$ cat config.mk
export PLATFORM = sky130hd
export DESIGN_NAME = etb_status_out
export DESIGN_NICKNAME = d
export VERILOG_FILES = /design/src/etb_pkg.sv /design/src/etb_hours_store.sv /design/src/etb_status_out.sv
export SDC_FILE = /design/constraint.sdc
export NUM_CORES = 1
export LEC_CHECK = 0
export BUFFER_PORTS_ARGS = -buffer_cell sky130_fd_sc_hd__buf_2
export CORE_MARGIN = 4
export CORE_UTILIZATION = 35
export CTS_BUF_LIST = sky130_fd_sc_hd__clkbuf_4 sky130_fd_sc_hd__clkbuf_8 sky130_fd_sc_hd__clkbuf_16
export DETAILED_ROUTE_END_ITERATION = 10
export PLACE_DENSITY = 0.51
export SYNTH_ARGS = -nofsm -noshare
export SYNTH_HDL_FRONTEND = slang
export SYNTH_SLANG_ARGS = --single-unit
$ cat constraint.sdc
create_clock -name aclk -period 5.24 [get_ports aclk]
set_input_delay 0.262 -clock aclk [delete_from_list [all_inputs] [get_ports aclk]]
set_output_delay 0.262 -clock aclk [all_outputs]
set_load 0.02 [all_outputs]
$ cat src/etb_pkg.sv
/*
 * constants and types of the status output block.
 * assumes a single 40 MHz clock and an axi4-lite register bus.
 */
package etb_pkg;

    // ************************************************************
    // clock and time base
    // ************************************************************
    localparam int unsigned CLK_HZ          = 40_000_000;
    localparam int unsigned TICK_S          = 1;
    localparam int unsigned TICK_CYCLES     = CLK_HZ * TICK_S;

    // ************************************************************
    // register offsets (byte addresses)
    // ************************************************************
    localparam logic [7:0] OFS_CTRL          = 8'h00;
    localparam logic [7:0] OFS_TIME_LIMIT    = 8'h04;
    localparam logic [7:0] OFS_THERM_THRESH  = 8'h08;
    localparam logic [7:0] OFS_THERM_TRIP    = 8'h0C;
    localparam logic [7:0] OFS_OUT_SEL       = 8'h10;
    localparam logic [7:0] OFS_RUN_TIME      = 8'h14;
    localparam logic [7:0] OFS_PWR_TIME      = 8'h18;
    localparam logic [7:0] OFS_STATUS        = 8'h1C;
    localparam logic [7:0] OFS_IRQ_STATUS    = 8'h20;
    localparam logic [7:0] OFS_IRQ_MASK      = 8'h24;
    localparam logic [7:0] OFS_RUN_PRESET    = 8'h28;
    localparam logic [7:0] OFS_PWR_PRESET    = 8'h2C;

    // ************************************************************
    // field positions
    // ************************************************************
    localparam int unsigned CTRL_BRAKE_EN    = 0;
    localparam int unsigned CTRL_LOAD_RUN    = 1;
    localparam int unsigned CTRL_LOAD_PWR    = 2;
    localparam int unsigned SEL_W            = 8;
    localparam int unsigned SEL_T1_LSB       = 0;
    localparam int unsigned SEL_T2_LSB       = 8;
    localparam int unsigned SEL_RLY_LSB      = 16;
    localparam int unsigned NUM_FLAGS        = 5;

    // ************************************************************
    // selection codes
    // ************************************************************
    localparam logic [7:0] CODE_RUN_TIME     = 8'h0B;
    localparam logic [7:0] CODE_PWR_TIME     = 8'h0C;
    localparam logic [7:0] CODE_THERMAL      = 8'h0D;
    localparam logic [7:0] CODE_BRAKE_READY  = 8'h13;
    localparam logic [7:0] CODE_BRAKE_FAULT  = 8'h14;

    // ************************************************************
    // reset values
    // ************************************************************
    localparam logic [31:0] RST_CTRL         = 32'h0000_0000;
    localparam logic [31:0] RST_TIME_LIMIT   = 32'h0000_0000;
    localparam logic [15:0] RST_THERM_THRESH = 16'h0050;
    localparam logic [15:0] RST_THERM_TRIP   = 16'h0064;
    localparam logic [31:0] RST_OUT_SEL      = 32'h0000_0000;
    localparam logic [4:0]  RST_IRQ_MASK     = 5'h00;

    localparam logic [1:0] RESP_OKAY         = 2'b00;
    localparam logic [1:0] RESP_SLVERR       = 2'b10;

    // status flag bundle, also the layout of status, irq status and mask
    typedef struct packed {
        logic brake_fault_flag;
        logic brake_release_ready_flag;
        logic thermal_warning_flag;
        logic power_time_expired_flag;
        logic run_time_expired_flag;
    } etb_flags_t;

    typedef struct packed {
        logic [7:0] relay_sel;
        logic [7:0] term2_sel;
        logic [7:0] term1_sel;
    } etb_sel_t;

endpackage

$ cat src/etb_hours_store.sv
/*
 * two-word retained store of the run and power time counts.
 * assumes cells that survive power loss; reset never clears them.
 */
module etb_hours_store (
    input  wire logic        aclk,    // clock
    input  wire logic        we,      // write enable
    input  wire logic        waddr,   // 0 run, 1 power
    input  wire logic [31:0] wdata,   // word to store
    input  wire logic        raddr,   // word to read
    output logic      [31:0] rdata    // registered read word
);
    import etb_pkg::*;

    logic [31:0] mem [2];

    always_ff @(posedge aclk) begin
        if (we) begin
            mem[waddr] <= wdata;
        end
        rdata <= mem[raddr];
    end

endmodule

$ cat src/etb_status_out.sv
/*
 * status output logic: run and power time expiry, thermal warning and
 * brake flags, routed by selection code to two terminals and the relay.
 * assumes synchronous inputs from the drive core and an axi4-lite master.
 */
// The implementer's own choices: the register addresses and register access over AXI4-Lite.

module etb_status_out (
    input  wire logic              aclk,             // clock
    input  wire logic              aresetn,          // sync reset, low
    input  wire logic              motor_running,    // drive is running
    input  wire logic              power_on,         // drive is powered
    input  wire logic [15:0]       thermal_level,    // accumulated motor thermal
    input  wire logic              brake_ready_in,   // brake control: release ready
    input  wire logic              brake_error_in,   // brake control: error
    input  wire logic [7:0]        s_axi_awaddr,     // write address
    input  wire logic              s_axi_awvalid,    // write address valid
    output logic                   s_axi_awready,    // write address ready
    input  wire logic [31:0]       s_axi_wdata,      // write data
    input  wire logic [3:0]        s_axi_wstrb,      // byte strobes
    input  wire logic              s_axi_wvalid,     // write data valid
    output logic                   s_axi_wready,     // write data ready
    output logic [1:0]             s_axi_bresp,      // write response
    output logic                   s_axi_bvalid,     // write response valid
    input  wire logic              s_axi_bready,     // write response ready
    input  wire logic [7:0]        s_axi_araddr,     // read address
    input  wire logic              s_axi_arvalid,    // read address valid
    output logic                   s_axi_arready,    // read address ready
    output logic [31:0]            s_axi_rdata,      // read data
    output logic [1:0]             s_axi_rresp,      // read response
    output logic                   s_axi_rvalid,     // read valid
    input  wire logic              s_axi_rready,     // read response ready
    output logic                   term1_out,        // logic output terminal 1
    output logic                   term2_out,        // logic output terminal 2
    output logic                   relay_out,        // relay coil drive
    output etb_pkg::etb_flags_t    flags_out,        // raw flag vector
    output logic                   irq               // level interrupt
);
    import etb_pkg::*;

    // ************************************************************
    // functions
    // ************************************************************
    function automatic logic [31:0] merge(input logic [31:0] old,
                                          input logic [31:0] nw,
                                          input logic [3:0]  st);
        logic [31:0] r;
        r = old;
        for (int i = 0; i < 4; i++) begin
            if (st[i]) begin
                r[i*8 +: 8] = nw[i*8 +: 8];
            end
        end
        return r;
    endfunction

    function automatic logic route(input logic [7:0] code, input etb_flags_t f);
        logic r;
        r = 1'b0;
        unique case (code)
            CODE_RUN_TIME:    r = f.run_time_expired_flag;
            CODE_PWR_TIME:    r = f.power_time_expired_flag;
            CODE_THERMAL:     r = f.thermal_warning_flag;
            CODE_BRAKE_READY: r = f.brake_release_ready_flag;
            CODE_BRAKE_FAULT: r = f.brake_fault_flag;
            default:          r = 1'b0;
        endcase
        return r;
    endfunction

    // ************************************************************
    // registers
    // ************************************************************
    logic [31:0] ctrl_q, limit_q, sel_q, run_preset_q, pwr_preset_q;
    logic [15:0] thresh_q, trip_q;
    etb_flags_t  irq_st_q, irq_mask_q, flags_q, flags_d, prev_q;
    logic [31:0] run_acc_q, pwr_acc_q;
    logic [25:0] tick_cnt_q;
    logic        tick_q;
    logic        loaded_q;
    logic [1:0]  boot_q;

    // ************************************************************
    // write channel
    // ************************************************************
    logic        aw_held_q, w_held_q;
    logic [7:0]  awaddr_q;
    logic [31:0] wdata_q;
    logic [3:0]  wstrb_q;

    wire aw_take = s_axi_awvalid && s_axi_awready;
    wire w_take  = s_axi_wvalid && s_axi_wready;
    wire wr_go   = aw_held_q && w_held_q && !s_axi_bvalid;
    wire [7:0] wa = awaddr_q;
    wire wr_ctrl  = wr_go && wa == OFS_CTRL;
    wire wr_limit = wr_go && wa == OFS_TIME_LIMIT;
    wire wr_thr   = wr_go && wa == OFS_THERM_THRESH;
    wire wr_trip  = wr_go && wa == OFS_THERM_TRIP;
    wire wr_sel   = wr_go && wa == OFS_OUT_SEL;
    wire wr_ist   = wr_go && wa == OFS_IRQ_STATUS;
    wire wr_imsk  = wr_go && wa == OFS_IRQ_MASK;
    wire wr_rpre  = wr_go && wa == OFS_RUN_PRESET;
    wire wr_ppre  = wr_go && wa == OFS_PWR_PRESET;
    wire wr_hit   = wr_ctrl | wr_limit | wr_thr | wr_trip | wr_sel | wr_ist
                  | wr_imsk | wr_rpre | wr_ppre;
    wire [31:0] wmerged_ctrl = merge(ctrl_q, wdata_q, wstrb_q);

    assign s_axi_awready = !aw_held_q;
    assign s_axi_wready  = !w_held_q;

    always_ff @(posedge aclk) begin
        if (!aresetn) begin
            aw_held_q    <= 1'b0;
            w_held_q     <= 1'b0;
            awaddr_q     <= 8'h00;
            wdata_q      <= 32'h0000_0000;
            wstrb_q      <= 4'h0;
            s_axi_bvalid <= 1'b0;
            s_axi_bresp  <= RESP_OKAY;
        end else begin
            if (aw_take) begin
                aw_held_q <= 1'b1;
                awaddr_q  <= s_axi_awaddr;
            end
            if (w_take) begin
                w_held_q <= 1'b1;
                wdata_q  <= s_axi_wdata;
                wstrb_q  <= s_axi_wstrb;
            end
            if (wr_go) begin
                aw_held_q    <= 1'b0;
                w_held_q     <= 1'b0;
                s_axi_bvalid <= 1'b1;
                s_axi_bresp  <= wr_hit ? RESP_OKAY : RESP_SLVERR;
            end else if (s_axi_bvalid && s_axi_bready) begin
                s_axi_bvalid <= 1'b0;
            end
        end
    end

    // ************************************************************
    // configuration registers
    // ************************************************************
    always_ff @(posedge aclk) begin
        if (!aresetn) begin
            ctrl_q       <= RST_CTRL;
            limit_q      <= RST_TIME_LIMIT;
            thresh_q     <= RST_THERM_THRESH;
            trip_q       <= RST_THERM_TRIP;
            sel_q        <= RST_OUT_SEL;
            irq_mask_q   <= RST_IRQ_MASK;
            run_preset_q <= 32'h0000_0000;
            pwr_preset_q <= 32'h0000_0000;
        end else begin
            // load bits self-clear after one cycle
            ctrl_q[CTRL_LOAD_RUN] <= 1'b0;
            ctrl_q[CTRL_LOAD_PWR] <= 1'b0;
            if (wr_ctrl)  ctrl_q  <= wmerged_ctrl;
            if (wr_limit) limit_q <= merge(limit_q, wdata_q, wstrb_q);
            // threshold is clamped to at most the trip level
            if (wr_thr)   thresh_q <= (wdata_q[15:0] < trip_q) ? wdata_q[15:0] : trip_q;
            if (wr_trip)  trip_q  <= wdata_q[15:0];
            if (wr_sel)   sel_q   <= merge(sel_q, wdata_q, wstrb_q);
            if (wr_imsk)  irq_mask_q <= wdata_q[NUM_FLAGS-1:0];
            if (wr_rpre)  run_preset_q <= wdata_q;
            if (wr_ppre)  pwr_preset_q <= wdata_q;
        end
    end

    // ************************************************************
    // accumulators: one second tick, retained store
    // ************************************************************
    // live counts are reloaded from the store after reset so the
    // totals survive a power cycle of the logic
    logic        st_we, st_waddr;
    logic [31:0] st_wdata, st_rdata;

    etb_hours_store u_store (
        .aclk  (aclk),
        .we    (st_we),
        .waddr (st_waddr),
        .wdata (st_wdata),
        .raddr (boot_q[0]),
        .rdata (st_rdata)
    );

    wire tick_wrap = tick_cnt_q == 26'(TICK_CYCLES - 1);
    wire run_adv   = tick_q && motor_running && power_on && loaded_q;
    wire pwr_adv   = tick_q && power_on && loaded_q;
    wire ld_run    = ctrl_q[CTRL_LOAD_RUN];
    wire ld_pwr    = ctrl_q[CTRL_LOAD_PWR];
    wire [31:0] run_next = ld_run ? run_preset_q : run_acc_q + 32'd1;
    wire [31:0] pwr_next = ld_pwr ? pwr_preset_q : pwr_acc_q + 32'd1;

    // run has priority for the store port; power advances only on ticks where run does not
    assign st_we    = (run_adv || ld_run || pwr_adv || ld_pwr) && loaded_q;
    assign st_waddr = !(run_adv || ld_run);
    assign st_wdata = st_waddr ? pwr_next : run_next;

    always_ff @(posedge aclk) begin
        if (!aresetn) begin
            tick_cnt_q <= 26'h000_0000;
            tick_q     <= 1'b0;
            boot_q     <= 2'b00;
            loaded_q   <= 1'b0;
            run_acc_q  <= 32'h0000_0000;
            pwr_acc_q  <= 32'h0000_0000;
        end else begin
            tick_cnt_q <= tick_wrap ? 26'h000_0000 : tick_cnt_q + 26'd1;
            tick_q     <= tick_wrap;
            if (!loaded_q) begin
                boot_q <= boot_q + 2'd1;
                if (boot_q == 2'd1) run_acc_q <= st_rdata;
                if (boot_q == 2'd2) begin
                    pwr_acc_q <= st_rdata;
                    loaded_q  <= 1'b1;
                end
            end else begin
                if (run_adv || ld_run) run_acc_q <= run_next;
                if ((pwr_adv && !(run_adv || ld_run)) || ld_pwr) pwr_acc_q <= pwr_next;
            end
        end
    end

    // ************************************************************
    // flags and routing
    // ************************************************************
    wire brake_en = ctrl_q[CTRL_BRAKE_EN];
    always_comb begin
        flags_d = '0;
        flags_d.run_time_expired_flag    = run_acc_q > limit_q;
        flags_d.power_time_expired_flag  = pwr_acc_q > limit_q;
        flags_d.thermal_warning_flag     = thermal_level > thresh_q;
        flags_d.brake_release_ready_flag = brake_en && brake_ready_in;
        flags_d.brake_fault_flag         = brake_en && brake_error_in;
    end

    etb_sel_t sel;
    assign sel = sel_q[23:0];

    always_ff @(posedge aclk) begin
        if (!aresetn) begin
            flags_q   <= '0;
            prev_q    <= '0;
            irq_st_q  <= '0;
            term1_out <= 1'b0;
            term2_out <= 1'b0;
            relay_out <= 1'b0;
        end else begin
            flags_q   <= flags_d;
            prev_q    <= flags_q;
            term1_out <= route(sel.term1_sel, flags_q);
            term2_out <= route(sel.term2_sel, flags_q);
            relay_out <= route(sel.relay_sel, flags_q);
            // rising edges set, write one clears, set wins
            irq_st_q  <= (irq_st_q & ~(wr_ist ? wdata_q[NUM_FLAGS-1:0] : 5'h00))
                       | (flags_q & ~prev_q);
        end
    end

    assign flags_out = flags_q;
    assign irq       = |(irq_st_q & irq_mask_q);

    // ************************************************************
    // read channel
    // ************************************************************
    logic [31:0] rd_mux;
    logic        rd_hit;
    always_comb begin
        rd_hit = 1'b1;
        unique case (s_axi_araddr)
            OFS_CTRL:         rd_mux = ctrl_q;
            OFS_TIME_LIMIT:   rd_mux = limit_q;
            OFS_THERM_THRESH: rd_mux = {16'h0000, thresh_q};
            OFS_THERM_TRIP:   rd_mux = {16'h0000, trip_q};
            OFS_OUT_SEL:      rd_mux = {8'h00, sel_q[23:0]};
            OFS_RUN_TIME:     rd_mux = run_acc_q;
            OFS_PWR_TIME:     rd_mux = pwr_acc_q;
            OFS_STATUS:       rd_mux = {27'h000_0000, flags_q};
            OFS_IRQ_STATUS:   rd_mux = {27'h000_0000, irq_st_q};
            OFS_IRQ_MASK:     rd_mux = {27'h000_0000, irq_mask_q};
            OFS_RUN_PRESET:   rd_mux = run_preset_q;
            OFS_PWR_PRESET:   rd_mux = pwr_preset_q;
            default: begin
                rd_mux = 32'h0000_0000;
                rd_hit = 1'b0;
            end
        endcase
    end

    assign s_axi_arready = !s_axi_rvalid;

    always_ff @(posedge aclk) begin
        if (!aresetn) begin
            s_axi_rvalid <= 1'b0;
            s_axi_rdata  <= 32'h0000_0000;
            s_axi_rresp  <= RESP_OKAY;
        end else if (s_axi_arvalid && s_axi_arready) begin
            s_axi_rvalid <= 1'b1;
            s_axi_rdata  <= rd_mux;
            s_axi_rresp  <= rd_hit ? RESP_OKAY : RESP_SLVERR;
        end else if (s_axi_rready) begin
            s_axi_rvalid <= 1'b0;
        end
    end

endmodule

Word-level counts from Yosys, hierarchy flattened
Memory sizes are Yosys's and may differ from the RTL's. A register that Yosys moved wholly into a read port is not among the register bits.
Index checks and enable logic that the tools add are counted.
Storage, ports and cells
  register bits after elaboration: 385
  RAM bits: 64
  input bits: 79
  output and inout port bits: 50
  memories kept: 1
Operators by class
  add/sub/neg operators: 4
  order comparisons: 4
  equal/unequal tests: 39
  mux-type cells: 26
  bitwise gates (word level): 15
  reductions and logical operators: 57
Memories
  u_store.mem: words 2, width 32, rd ports 1, clocked after memory_dff 1, write ports 1, line etb_hours_store.sv:15  | logic [31:0] mem [2];
Operator list (count)
  $pmux 32 s12: 1
  $mux 32: 9
  $eq 8x4->1 const B: 13
  $eq 8x5->1 const B: 11
  $add 32x1->32 const B: 2
  $eq 8x6->1 const B: 8
  $gt 32x32->1: 2
  $reduce_and 2->1: 14
  $add 26x1->26 const B: 1
  $eq 26x26->1 const B: 1
  $logic_and 1x1->1: 24
  $eq 8x3->1 const B: 2
  $gt 16x16->1: 1
  $logic_not 8->1: 2
  $lt 16x16->1: 1
  $mux 16: 1
  $and 5x5->5: 3
  $pmux 1 s5: 3
  $reduce_or 12->1: 1
  $not 5->5: 2
  $mux 1: 9
  $or 1x1->1: 8
  $reduce_bool 2->1: 4
  $logic_not 1->1: 5
  11 further kinds: 17

Depth between registers and ports, before layout
Gate-level depths: netlist (run 1).
  depth in word-level cells: 12
  depth in mapped cells: 10

Cells and area by module
From an unflattened synthesis (run 1), not the netlist that was laid out.
Second synthesis, totals
  cells, all modules: 2923
  area, all modules: 24547.3 µm²
Modules (own cells, without submodules)
  etb_status_out: times used 1, cells an instance 2789, area each 21428.1 µm², sequential area each 7667.4 µm²
  etb_hours_store: times used 1, cells an instance 134, area each 3119.2 µm², sequential area each 2562.5 µm²

Worst setup path before layout (run 1)
OpenSTA, ideal clock, no wires.
  path kind: register to register
  start: reg ctrl_q[2]
  end: mem u_store.mem[1][0] (enable)
  arrival: 3.758 ns
  required time: 4.779 ns
  path slack: 1.021 ns
  cell stages (with the launch flop): 7
  path buffers: 4
  period minus slack after synthesis: 4.219 ns
  path through: dfxtp_1 buf_1 clkbuf_1 clkbuf_1 buf_1 a21oi_1 nor3_1
On the way
  cells in the longest elaborated chain, start to end: 4
Ends and longest elaborated chain
  start: declaration: line etb_status_out.sv:74  | logic [31:0] ctrl_q, limit_q, sel_q, run_preset_q, pwr_preset_q;
  start signal: assignment: line etb_status_out.sv:158  | if (wr_ctrl) ctrl_q <= wmerged_ctrl;
  $logic_or 1x1->1: line etb_status_out.sv:196  | assign st_we = (run_adv || ld_run || pwr_adv || ld_pwr) && loaded_q;
  $logic_and 1x1->1: line etb_status_out.sv:196
  $mux 1: line etb_hours_store.sv:18  | if (we) begin
  $mux 1 (implied by the code): line etb_hours_store.sv:19  | mem[waddr] <= wdata;
  end: declaration: line etb_hours_store.sv:15
Every way passes these cells.

Worst setup path after layout (run 1)
  start: reg run_acc_q[7]
  end: mem u_store.mem[0][21] (data pin)
On the way
  cells in the longest elaborated chain, start to end: 3
Ends and longest elaborated chain
  start: declaration: line etb_status_out.sv:77  | logic [31:0] run_acc_q, pwr_acc_q;
  start signal: assignment: line etb_status_out.sv:213  | if (boot_q == 2'd1) run_acc_q <= st_rdata;
  start signal: assignment: line etb_status_out.sv:219  | if (run_adv || ld_run) run_acc_q <= run_next;
  $add 32x1->32: line etb_status_out.sv:192  | wire [31:0] run_next = ld_run ? run_preset_q : run_acc_q + 32'd1;
  $mux 32: line etb_status_out.sv:192
  $mux 32: line etb_status_out.sv:198  | assign st_wdata = st_waddr ? pwr_next : run_next;
  named net st_wdata[21]: line etb_status_out.sv:176  | logic [31:0] st_wdata, st_rdata;
The timed path passes the listed nets, and every way through them passes these cells.

==> metrics.md, run 1 <==
| Metric | Value |
|---|---|
| Mapped Area | `approximately 25000 um2` |
| DRC | `0` |
| Combinational Power Share | `24.2%` |
| Placed cell count | `3834` |
| Slew @ Worst Pin | `1.35 ns` |
| Die area | `76200 um2` |
| Row cnt | `98` |
| Sequential-to-total area share from yosys stat | `40.7%` |
| First drt pass iteration count | `8` |
| Initial Utilization | `35.3%` |
| Share of cells above drive strength 1 | `a little under an eighth` |
| Pleak | `between 10 and 15 nW` |
| Area growth syn-to-layout | `15.2%` |
| Yosys warning count | `0` |
| Worst slew margin | `9.95%` |
| Reg2Reg Setup Slack | `2.22 ns` |
| Tot GR Track Use | `23.9%` |
| Antenna-violating nets left | `0` |
| Worst path arrival time | `3.36 ns` |
| Clock root buffer master | `clkbuf_16` |
| Critical Path End Type | `flip-flop` |
| Max Slew Vio Count | `0` |
| Mapped Cells | `2929` |
| Sink Count | `approximately 480` |
| CTS clk-pin slew, worst paths | `0.06 ns` |
| Die width | `around 280 um` |
| Routed WL per cell | `23.8 um` |
| Hold Fails Final Rpt | `0` |
| Data required, critical path | `5.58 ns` |
| Commonest non-fill, non-tap cell in the layout | `nand2_1` |
| Peak VDD IR | `0.000262 V` |
| DR vias/cell | `~5.7` |
| Final core occ | `40.6%` |
| Worst R2R End | `u_store.mem[0][21]$_DFFE_PP_` |
| Commonest non-fill, non-tap cells in the layout | `452 x nand2_1, 412 x dfxtp_1, 192 x o21ai_0, 174 x a21boi_0, 146 x a21oi_1` |
| # H-tree levels | `2` |
| Global route overflow | `0` |
| Largest net degree at the start of global routing | `147` |
| I/O pin cnt | `129` |
| Clock skew | `0.0441 ns` |
| Crit start category | `flip-flop` |
| Via count | `22700` |
| Initial antenna violation count | `9` |
| Hold_sp | `s_axi_araddr[7]` |
| Max-cap violations | `0` |
| Syn_area_per_cell | `8.59 um2` |
| Post-CTS Resized | `0` |
| Fin nets | `roughly 3200` |
| Gpl congestion | `0.968` |
| TritonCTS Buffers | `54` |
| Setup Total Neg Slack | `0 ns` |
| 1st-iter DRT viols | `2770` |
| Hold WC Path Type | `in -> reg` |
| Power Density | `406 nW/um2` |
| EDFF count, synth | `between 60 and 70` |
| R2R cell count | `6` |
| Setup Crit Path Kind | `reg -> reg` |
| Detailed Route WL | `between 90 and 100 mm` |
| RR Startpoint | `run_acc_q[7]$_SDFFE_PN0P_` |
| Internal power | `7.71 mW` |
| Ys async rst share | `0%` |
| Post-route insts no fill | `3991` |
| Setup Buffers After CTS | `0` |
| Worst-case clock buffer depth | `3` |
| Fin crit period | `3.02 ns` |
| Number of synthesized register bits | `roughly 480` |
| Final setup vio count | `0` |
| Hold path endpoint | `s_axi_rdata[3]$_SDFFE_PN0P_` |
| Fin crit share | `57.6%` |
| Design area | `29000 um2` |
| Outcome | `finished clean` |
| Die Y | `276 um` |
| Clock share of power | `34.7%` |
| First-pass GRT wire length | `143 mm` |
| CTS tree | `built` |
| Port bufs | `approximately 130` |
| Reg power frac | `41.1%` |
| P_sw | `4.04 mW` |
| Hold WS | `around 0.15 ns` |
| Placed cell areas | `26600 um2` |
| CTS hold repair buffers | `51` |
| Hold path cells | `4` |
| Clock latency on the worst-skew pair | `around 0.64 ns` |
| Vias in the first global route | `21700` |
| Achievable frequency | `332 MHz` |
| Top_reg_cell synth | `dfxtp_1` |
| RSZ-0062 raised after global routing | `no` |
| Critical Path Fanout Max | `14` |
| Hpwl dp | `69.0 mm` |
| Netlist cell types | `90` |
| Core area | `71400 um2` |
| Net switching share of the total power | `34.4%` |
## state kept, by name (all words and copies together) (netlist names), 4 cells and up
name	cells
thresh_q	16
ctrl_q	32
u_store.rdata	32
wstrb_q	4
prev_q	5
pwr_preset_q	32
trip_q	16
wdata_q	32
flags_out	5
irq_mask_q	5
irq_st_q	5
u_store.mem	64
awaddr_q	8
run_acc_q	32
tick_cnt_q	26
sel_q	24
pwr_acc_q	32
s_axi_rdata	32
run_preset_q	32
limit_q	32
## power groups by stage
stage	combinational, mW	clock (mW)	sequential [mW]
after floorplan	2.09	0	4.48
after global placement	2.70	0	4.87
after detailed placement	2.76	0	4.86
after CTS	2.81	4.16	4.79
after global routing	3.15	4.30	4.85
final	2.85	4.08	4.83
## cells by family after synthesis
family                   share of synthesized area, %
multiplexers                                     5.63
other                                          0.0149
AO/OA/AOI/OAI                                    21.1
AND/OR/NAND/NOR                                  20.3
flip-flops                                       40.7
XOR/XNOR                                         2.72
buffers and inverters                            4.60
adder cells (fa/ha/maj)                          4.97
## per-layer routing
metal | part of all wire, % | wire (um) | track usage [%]
met1 | 46 | 43700 | 34.7
met2 | 43 | 41200 | 36.7
met3 | 8.1 | 7710 | 4.04
met4 | 2.5 | 2410 | 6.32
met5 | 0.036 | 34 | 0
## metrics by stage
stage	power [mW]	worst slack [ns]
after floorplan	6.57	1.02
after global placement	7.57	2.07
after detailed placement	7.63	2.01
after CTS	11.8	2.30
after global routing	12.3	2.02
final	11.8	2.22
## worst max-delay path by stage
stage	startpoint	endpoint	slack, ns	depth (start not counted)
finish	run_acc_q[7]$_SDFFE_PN0P_	u_store.mem[0][21]$_DFFE_PP_	2.22	6
global route	run_acc_q[7]$_SDFFE_PN0P_	u_store.mem[0][21]$_DFFE_PP_	2.02	6
CTS	awaddr_q[7]$_SDFFE_PN0P_	limit_q[7]$_SDFFE_PN0P_	2.30	6
detailed placement	s_axi_araddr[5]	s_axi_rdata[27]$_SDFFE_PN0P_	2.01	7
global placement	s_axi_araddr[5]	s_axi_rdata[2]$_SDFFE_PN0P_	2.07	7
floorplan	ctrl_q[2]$_SDFFE_PN0P_	u_store.mem[1][0]$_DFFE_PP_	1.02	6
## cells in the mapped netlist (all sizes together), types with 4 or more instances
library cell	number	share of area [%]
nand2	452	6.7
dfxtp	415	33
o21ai	193	3.8
a21boi	174	5.2
clkbuf	169	2.5
a21oi	147	2.9
nor2	139	2.1
nand3	120	2.5
ha	100	5.0
nor2b	96	2.4
mux2i	86	3.4
inv	85	1.3
edfxtp	64	7.6
a22oi	59	1.8
nand4	50	1.4
mux2	47	2.1
xnor2	47	1.6
buf	41	0.79
nor3	35	0.78
xor2	31	1.1
o22ai	30	0.75
a31oi	28	0.70
and2	26	0.66
and3	22	0.57
nand2b	20	0.50
a211oi	17	0.53
a221oi	17	0.59
nor3b	17	0.51
nor4	17	0.77
a21o	16	0.48
o221ai	15	0.52
a22o	14	0.49
o211ai	13	0.39
a222oi	12	0.48
o21a	10	0.30
and4	8	0.28
o32ai	8	0.28
nor4b	6	0.26
o31ai	6	0.18
or2	6	0.15
nand3b	5	0.15
o31a	5	0.17
a32oi	4	0.14
o211a	4	0.16
o311ai	4	0.14
## cell type report
class,count,area (um2)
fillers,7143,42400
multi-input cells,2154,13900
flip-flops and latches,479,10200
clock buffers,71,1520
repair buffers,215,1450
well taps,950,1190
clock inverters,30,378
inverters,87,327
diodes,5,12.5
## worst max-delay path, cell delays in order (launching register included)
cell,delay [ns]
dfxtp_1,0.62
nand4_4,0.26
nor4_4,0.77
nand4_1,0.28
xnor2_1,0.22
nor2_1,0.08
o32ai_1,0.53
No activity file was read; power rests on OpenSTA's default activity.
==> run 2: changes to the inputs <==
ABC_AREA = 1   (was default)
PLACE_DENSITY = 0.53   (was 0.51)
clock period = 2.65 ns   (was 5.24 ns; I/O delays follow)
==> run 2 against run 1 <==
  * Sequential power is 87% higher
  * Die area is 1.1% lower
  * Count of clock-buffer cells in the layout is 8 higher
  * Sequential cell count stayed put
==> metrics.md, run 2 <==
| Metric | Value |
|---|---|
| Outcome | `finished clean` |
| Worst path most repeated cell | `nand2_1` |
| Fin crit period | `2.32 ns (-0.692 ns)` |
| Peak VDD IR | `0.000534 V (+100%)` |
| CP cell instances | `ha_1 > nand2_1 > nor2_1 > buf_4 > nand2_1 > nor2_1 > nand2_1 > nand2_1 > nand2_1 > nand2_1 > nand2_1 > nand2_1 > nand2_1` |
| Count leader, synth | `nand2_1` |
| Sink Count | `479 (unchanged)` |
| Tot GR Track Use | `24.5% (+0.63 points)` |
| Worst slew margin | `54.8% (+45 points)` |
| Power Density | `758 nW/um2 (+87%)` |
| Hold WC Path Type | `in -> reg` |
| Die width | `275 um (-0.57%)` |
| Mapped Area | `24900 um2 (-1.2%)` |
| Commonest non-fill, non-tap cell in the layout | `nand2_1` |
| Placed cell count | `4596 (+20%)` |
| CTS tree | `built` |
| Syn_area_per_cell | `6.92 um2 (-19%)` |
| Final setup vio count | `0 (unchanged)` |
| Post-synthesis compound-gate area fraction | `17.7% (-3.5 points)` |
| Largest net degree at the start of global routing | `85 (-42%)` |
| Max Slew Vio Count | `0 (unchanged)` |
| Simple-Gate Fraction of Synth Area | `26.0% (+5.7 points)` |
| Yosys warning count | `0 (unchanged)` |
| Antenna-violating nets left | `0 (unchanged)` |
| Clock skew | `0.0323 ns (-0.0118 ns)` |
| Achievable frequency | `430 MHz (+30%)` |
| Clock latency on the worst-skew pair | `0.63 ns (about the same)` |
| Setup Buffers After CTS | `0 (unchanged)` |
| Hold Fails Final Rpt | `0 (unchanged)` |
| Max-cap violations | `0 (unchanged)` |
| Vias in the first global route | `22400 (+2.9%)` |
| Post-CTS Resized | `0 (unchanged)` |
| CTS clk-pin slew, worst paths | `0.06 ns (about the same)` |
| Area growth syn-to-layout | `17.7%` |
| Synth top cells by count | `896 x nand2_1, 415 x dfxtp_1, 406 x inv_1, 395 x a21oi_1, 376 x o21ai_0` |
| First drt pass iteration count | `7 (-1)` |
| Hpwl dp | `70.9 mm (+2.7%)` |
| Detailed Route WL | `94.4 mm (-0.66%)` |
| Ys async rst share | `0% (unchanged)` |
| Clock root buffer master | `clkbuf_16` |
| XOR/XNOR Fraction of Synth Area | `0.704% (-2.0 points)` |
| 1st-iter DRT viols | `2537 (-8.4%)` |
| Via count | `24400 (+7.1%)` |
| Port bufs | `126 (unchanged)` |
| # H-tree levels | `2 (unchanged)` |
| Largest family of logic cells by synthesized area | `simple AND/OR/NAND/NOR gates` |
| Worst-case clock buffer depth | `3 (unchanged)` |
| DRC | `0 (unchanged)` |
| Data required, critical path | `3.02 ns (-2.56 ns)` |
| Synth Area in Adders | `5.03% (+0.059 points)` |
| Synth top area cells | `dfxtp_1 33%, nand2_1 14%, a21oi_1 7.9%` |
| Largest register FFs | `64 (unchanged)` |
| I/O pin cnt | `129 (unchanged)` |
| Share of cells above drive strength 1 | `9.85% (-2.0 points)` |
| Post-synth top area cell | `dfxtp_1` |
| Die Y | `275 um (-0.57%)` |
| TritonCTS Buffers | `54 (unchanged)` |
| Top_reg_cell synth | `dfxtp_1` |
| Slew @ Worst Pin | `0.677 ns (-0.674 ns)` |
| RSZ-0062 raised after global routing | `no` |
| Number of synthesized register bits | `479 (unchanged)` |
| Critical Path End Type | `flip-flop` |
| Mapped Cells | `3594 (+23%)` |
| DR vias/cell | `5.12 (-10%)` |
| Top reg by flops | `u_store.mem` |
| Initial antenna violation count | `2 (-7)` |
| Sequential-to-total area share from yosys stat | `41.1% (+0.48 points)` |
| Initial Utilization | `35.4% (+0.13 points)` |
| Gpl congestion | `0.995 (+2.8%)` |
| Post-route insts no fill | `4756 (+19%)` |
| CTS hold repair buffers | `58 (+14%)` |
| Crit start category | `flip-flop` |
| Global route overflow | `0 (unchanged)` |
| Netlist cell types | `49 (-46%)` |
| First-pass GRT wire length | `142 mm (-0.75%)` |
| EDFF count, synth | `64 (unchanged)` |
| Setup Crit Path Kind | `reg -> reg` |
| Synth top area share | `33.4% (+0.39 points)` |
| Row cnt | `97 (-1.0%)` |
| CP peak stage delay | `0.47 ns (-0.30 ns)` |
| Fin nets | `3949 (+25%)` |
| Core area | `70300 um2 (-1.5%)` |
| Critical Path Fanout Max | `6 (-8)` |
| # diodes | `0 (-5)` |
| Setup Total Neg Slack | `0 ns (unchanged)` |
| Commonest non-fill, non-tap cells in the layout | `895 x nand2_1, 414 x dfxtp_1, 405 x inv_1, 395 x a21oi_1, 376 x o21ai_0` |
| Routed WL per cell | `19.8 um (-17%)` |
| Post-synthesis mux area share | `0.121% (-5.5 points)` |
| Fillers | `7411 (+3.8%)` |
| Slowest cell on crit path | `dfxtp_1` |
| Worst path arrival time | `2.69 ns (-0.67 ns)` |
| PnR Total Power | `22.2 mW (+89%)` |
| Die area | `75400 um2 (-1.1%)` |
| Pleak | `12.1 nW (+15%)` |
| Fin crit share | `87.7% (+30 points)` |
## run 2: changes by cell type after synthesis, moves of 40 or more
| cell | previous run | this run |
|---|---|---|
| a21boi_0 | 174 | 0 |
| a21oi_1 | 147 | 395 |
| a22oi_1 | 59 | 1 |
| clkbuf_1 | 169 | 89 |
| inv_1 | 85 | 406 |
| mux2_2 | 45 | 0 |
| mux2i_1 | 86 | 3 |
| nand2_1 | 452 | 896 |
| nand3_1 | 116 | 241 |
| nor2_1 | 137 | 329 |
| nor2b_1 | 96 | 0 |
| o21ai_0 | 192 | 376 |
| xnor2_1 | 47 | 7 |
## run 2: layout make-up
type	count	area, um2	share of cell area, %
clock inverter	23	279	0.954
clock buffer	79	1610	5.51
tap	940	1180	4.02
inverter	418	1570	5.37
sequential	479	10200	35.0
timing repair buffer	281	2050	7.00
multi-input combinational	2536	12300	42.2
## run 2: cell families (layout without fill, tap and decap cells)
family                   Yosys count  count (layout)
AND/OR/NAND/NOR                 1562            1562
AO/OA/AOI/OAI                    849             849
buffers and inverters            580             801
flip-flops                       479             479
adder cells (fa/ha/maj)          100             100
XOR/XNOR                          20              20
multiplexers                       3               3
other                              1               2
## run 2: path summary, 6_finish.rpt
path	start	to	slack, ns	cells after the start
worst max-delay path	run_acc_q[1]$_SDFFE_PN0P_	u_store.mem[1][30]$_DFFE_PP_	0.33	13
worst min-delay path	thermal_level[15]	flags_out[2]$_SDFF_PN0_	0.05	8
worst min register to register	prev_q[3]$_SDFF_PN0_	irq_st_q[3]$_SDFF_PN0_	0.43	1
worst max register to register	run_acc_q[1]$_SDFFE_PN0P_	u_store.mem[1][30]$_DFFE_PP_	0.33	13
## run 2: routing by layer
metal  part of all wire, %  GRT usage (%)  vias up  routed length, um
met5                 0.014              0        -                 13
met4                   3.7           8.21        2               3460
met3                   7.5           3.32      148               7060
met2                    42           36.7      960              39400
met1                    47           36.2    11200              44400
li1                      -              -    12100                  -
## run 2: through the flow
| step | util, % | setup WS [ns] | hold slack [ns] | area, um2 |
|---|---|---|---|---|
| after floorplan | - | 0.169 | 0.237 | 24900 |
| after global placement | 38.1 | 0.392 | 0.330 | 26800 |
| after detailed placement | 38.1 | 0.416 | 0.329 | 26800 |
| after CTS | 41.6 | 0.393 | 0.0353 | 29300 |
| after global routing | 41.6 | 0.176 | 0.0878 | 29300 |
| final | 41.6 | 0.325 | 0.0514 | 29300 |
## run 2: power by group
| part | total, mW | internal, mW | switching (mW) | leakage (nW) |
|---|---|---|---|---|
| Sequential | 9.02 | 8.04 | 0.981 | 3.97 |
| Combinational | 5.15 | 1.77 | 3.38 | 7.17 |
| Clock | 8.01 | 4.73 | 3.28 | 0.941 |
## run 2: worst max-delay path: cells and delay by family, from the launching register on
kind	cells	cell delay (ns)
flops	1	0.47
fa+ha+maj	1	0.26
buf+inv	1	0.17
simple gates	11	1.18
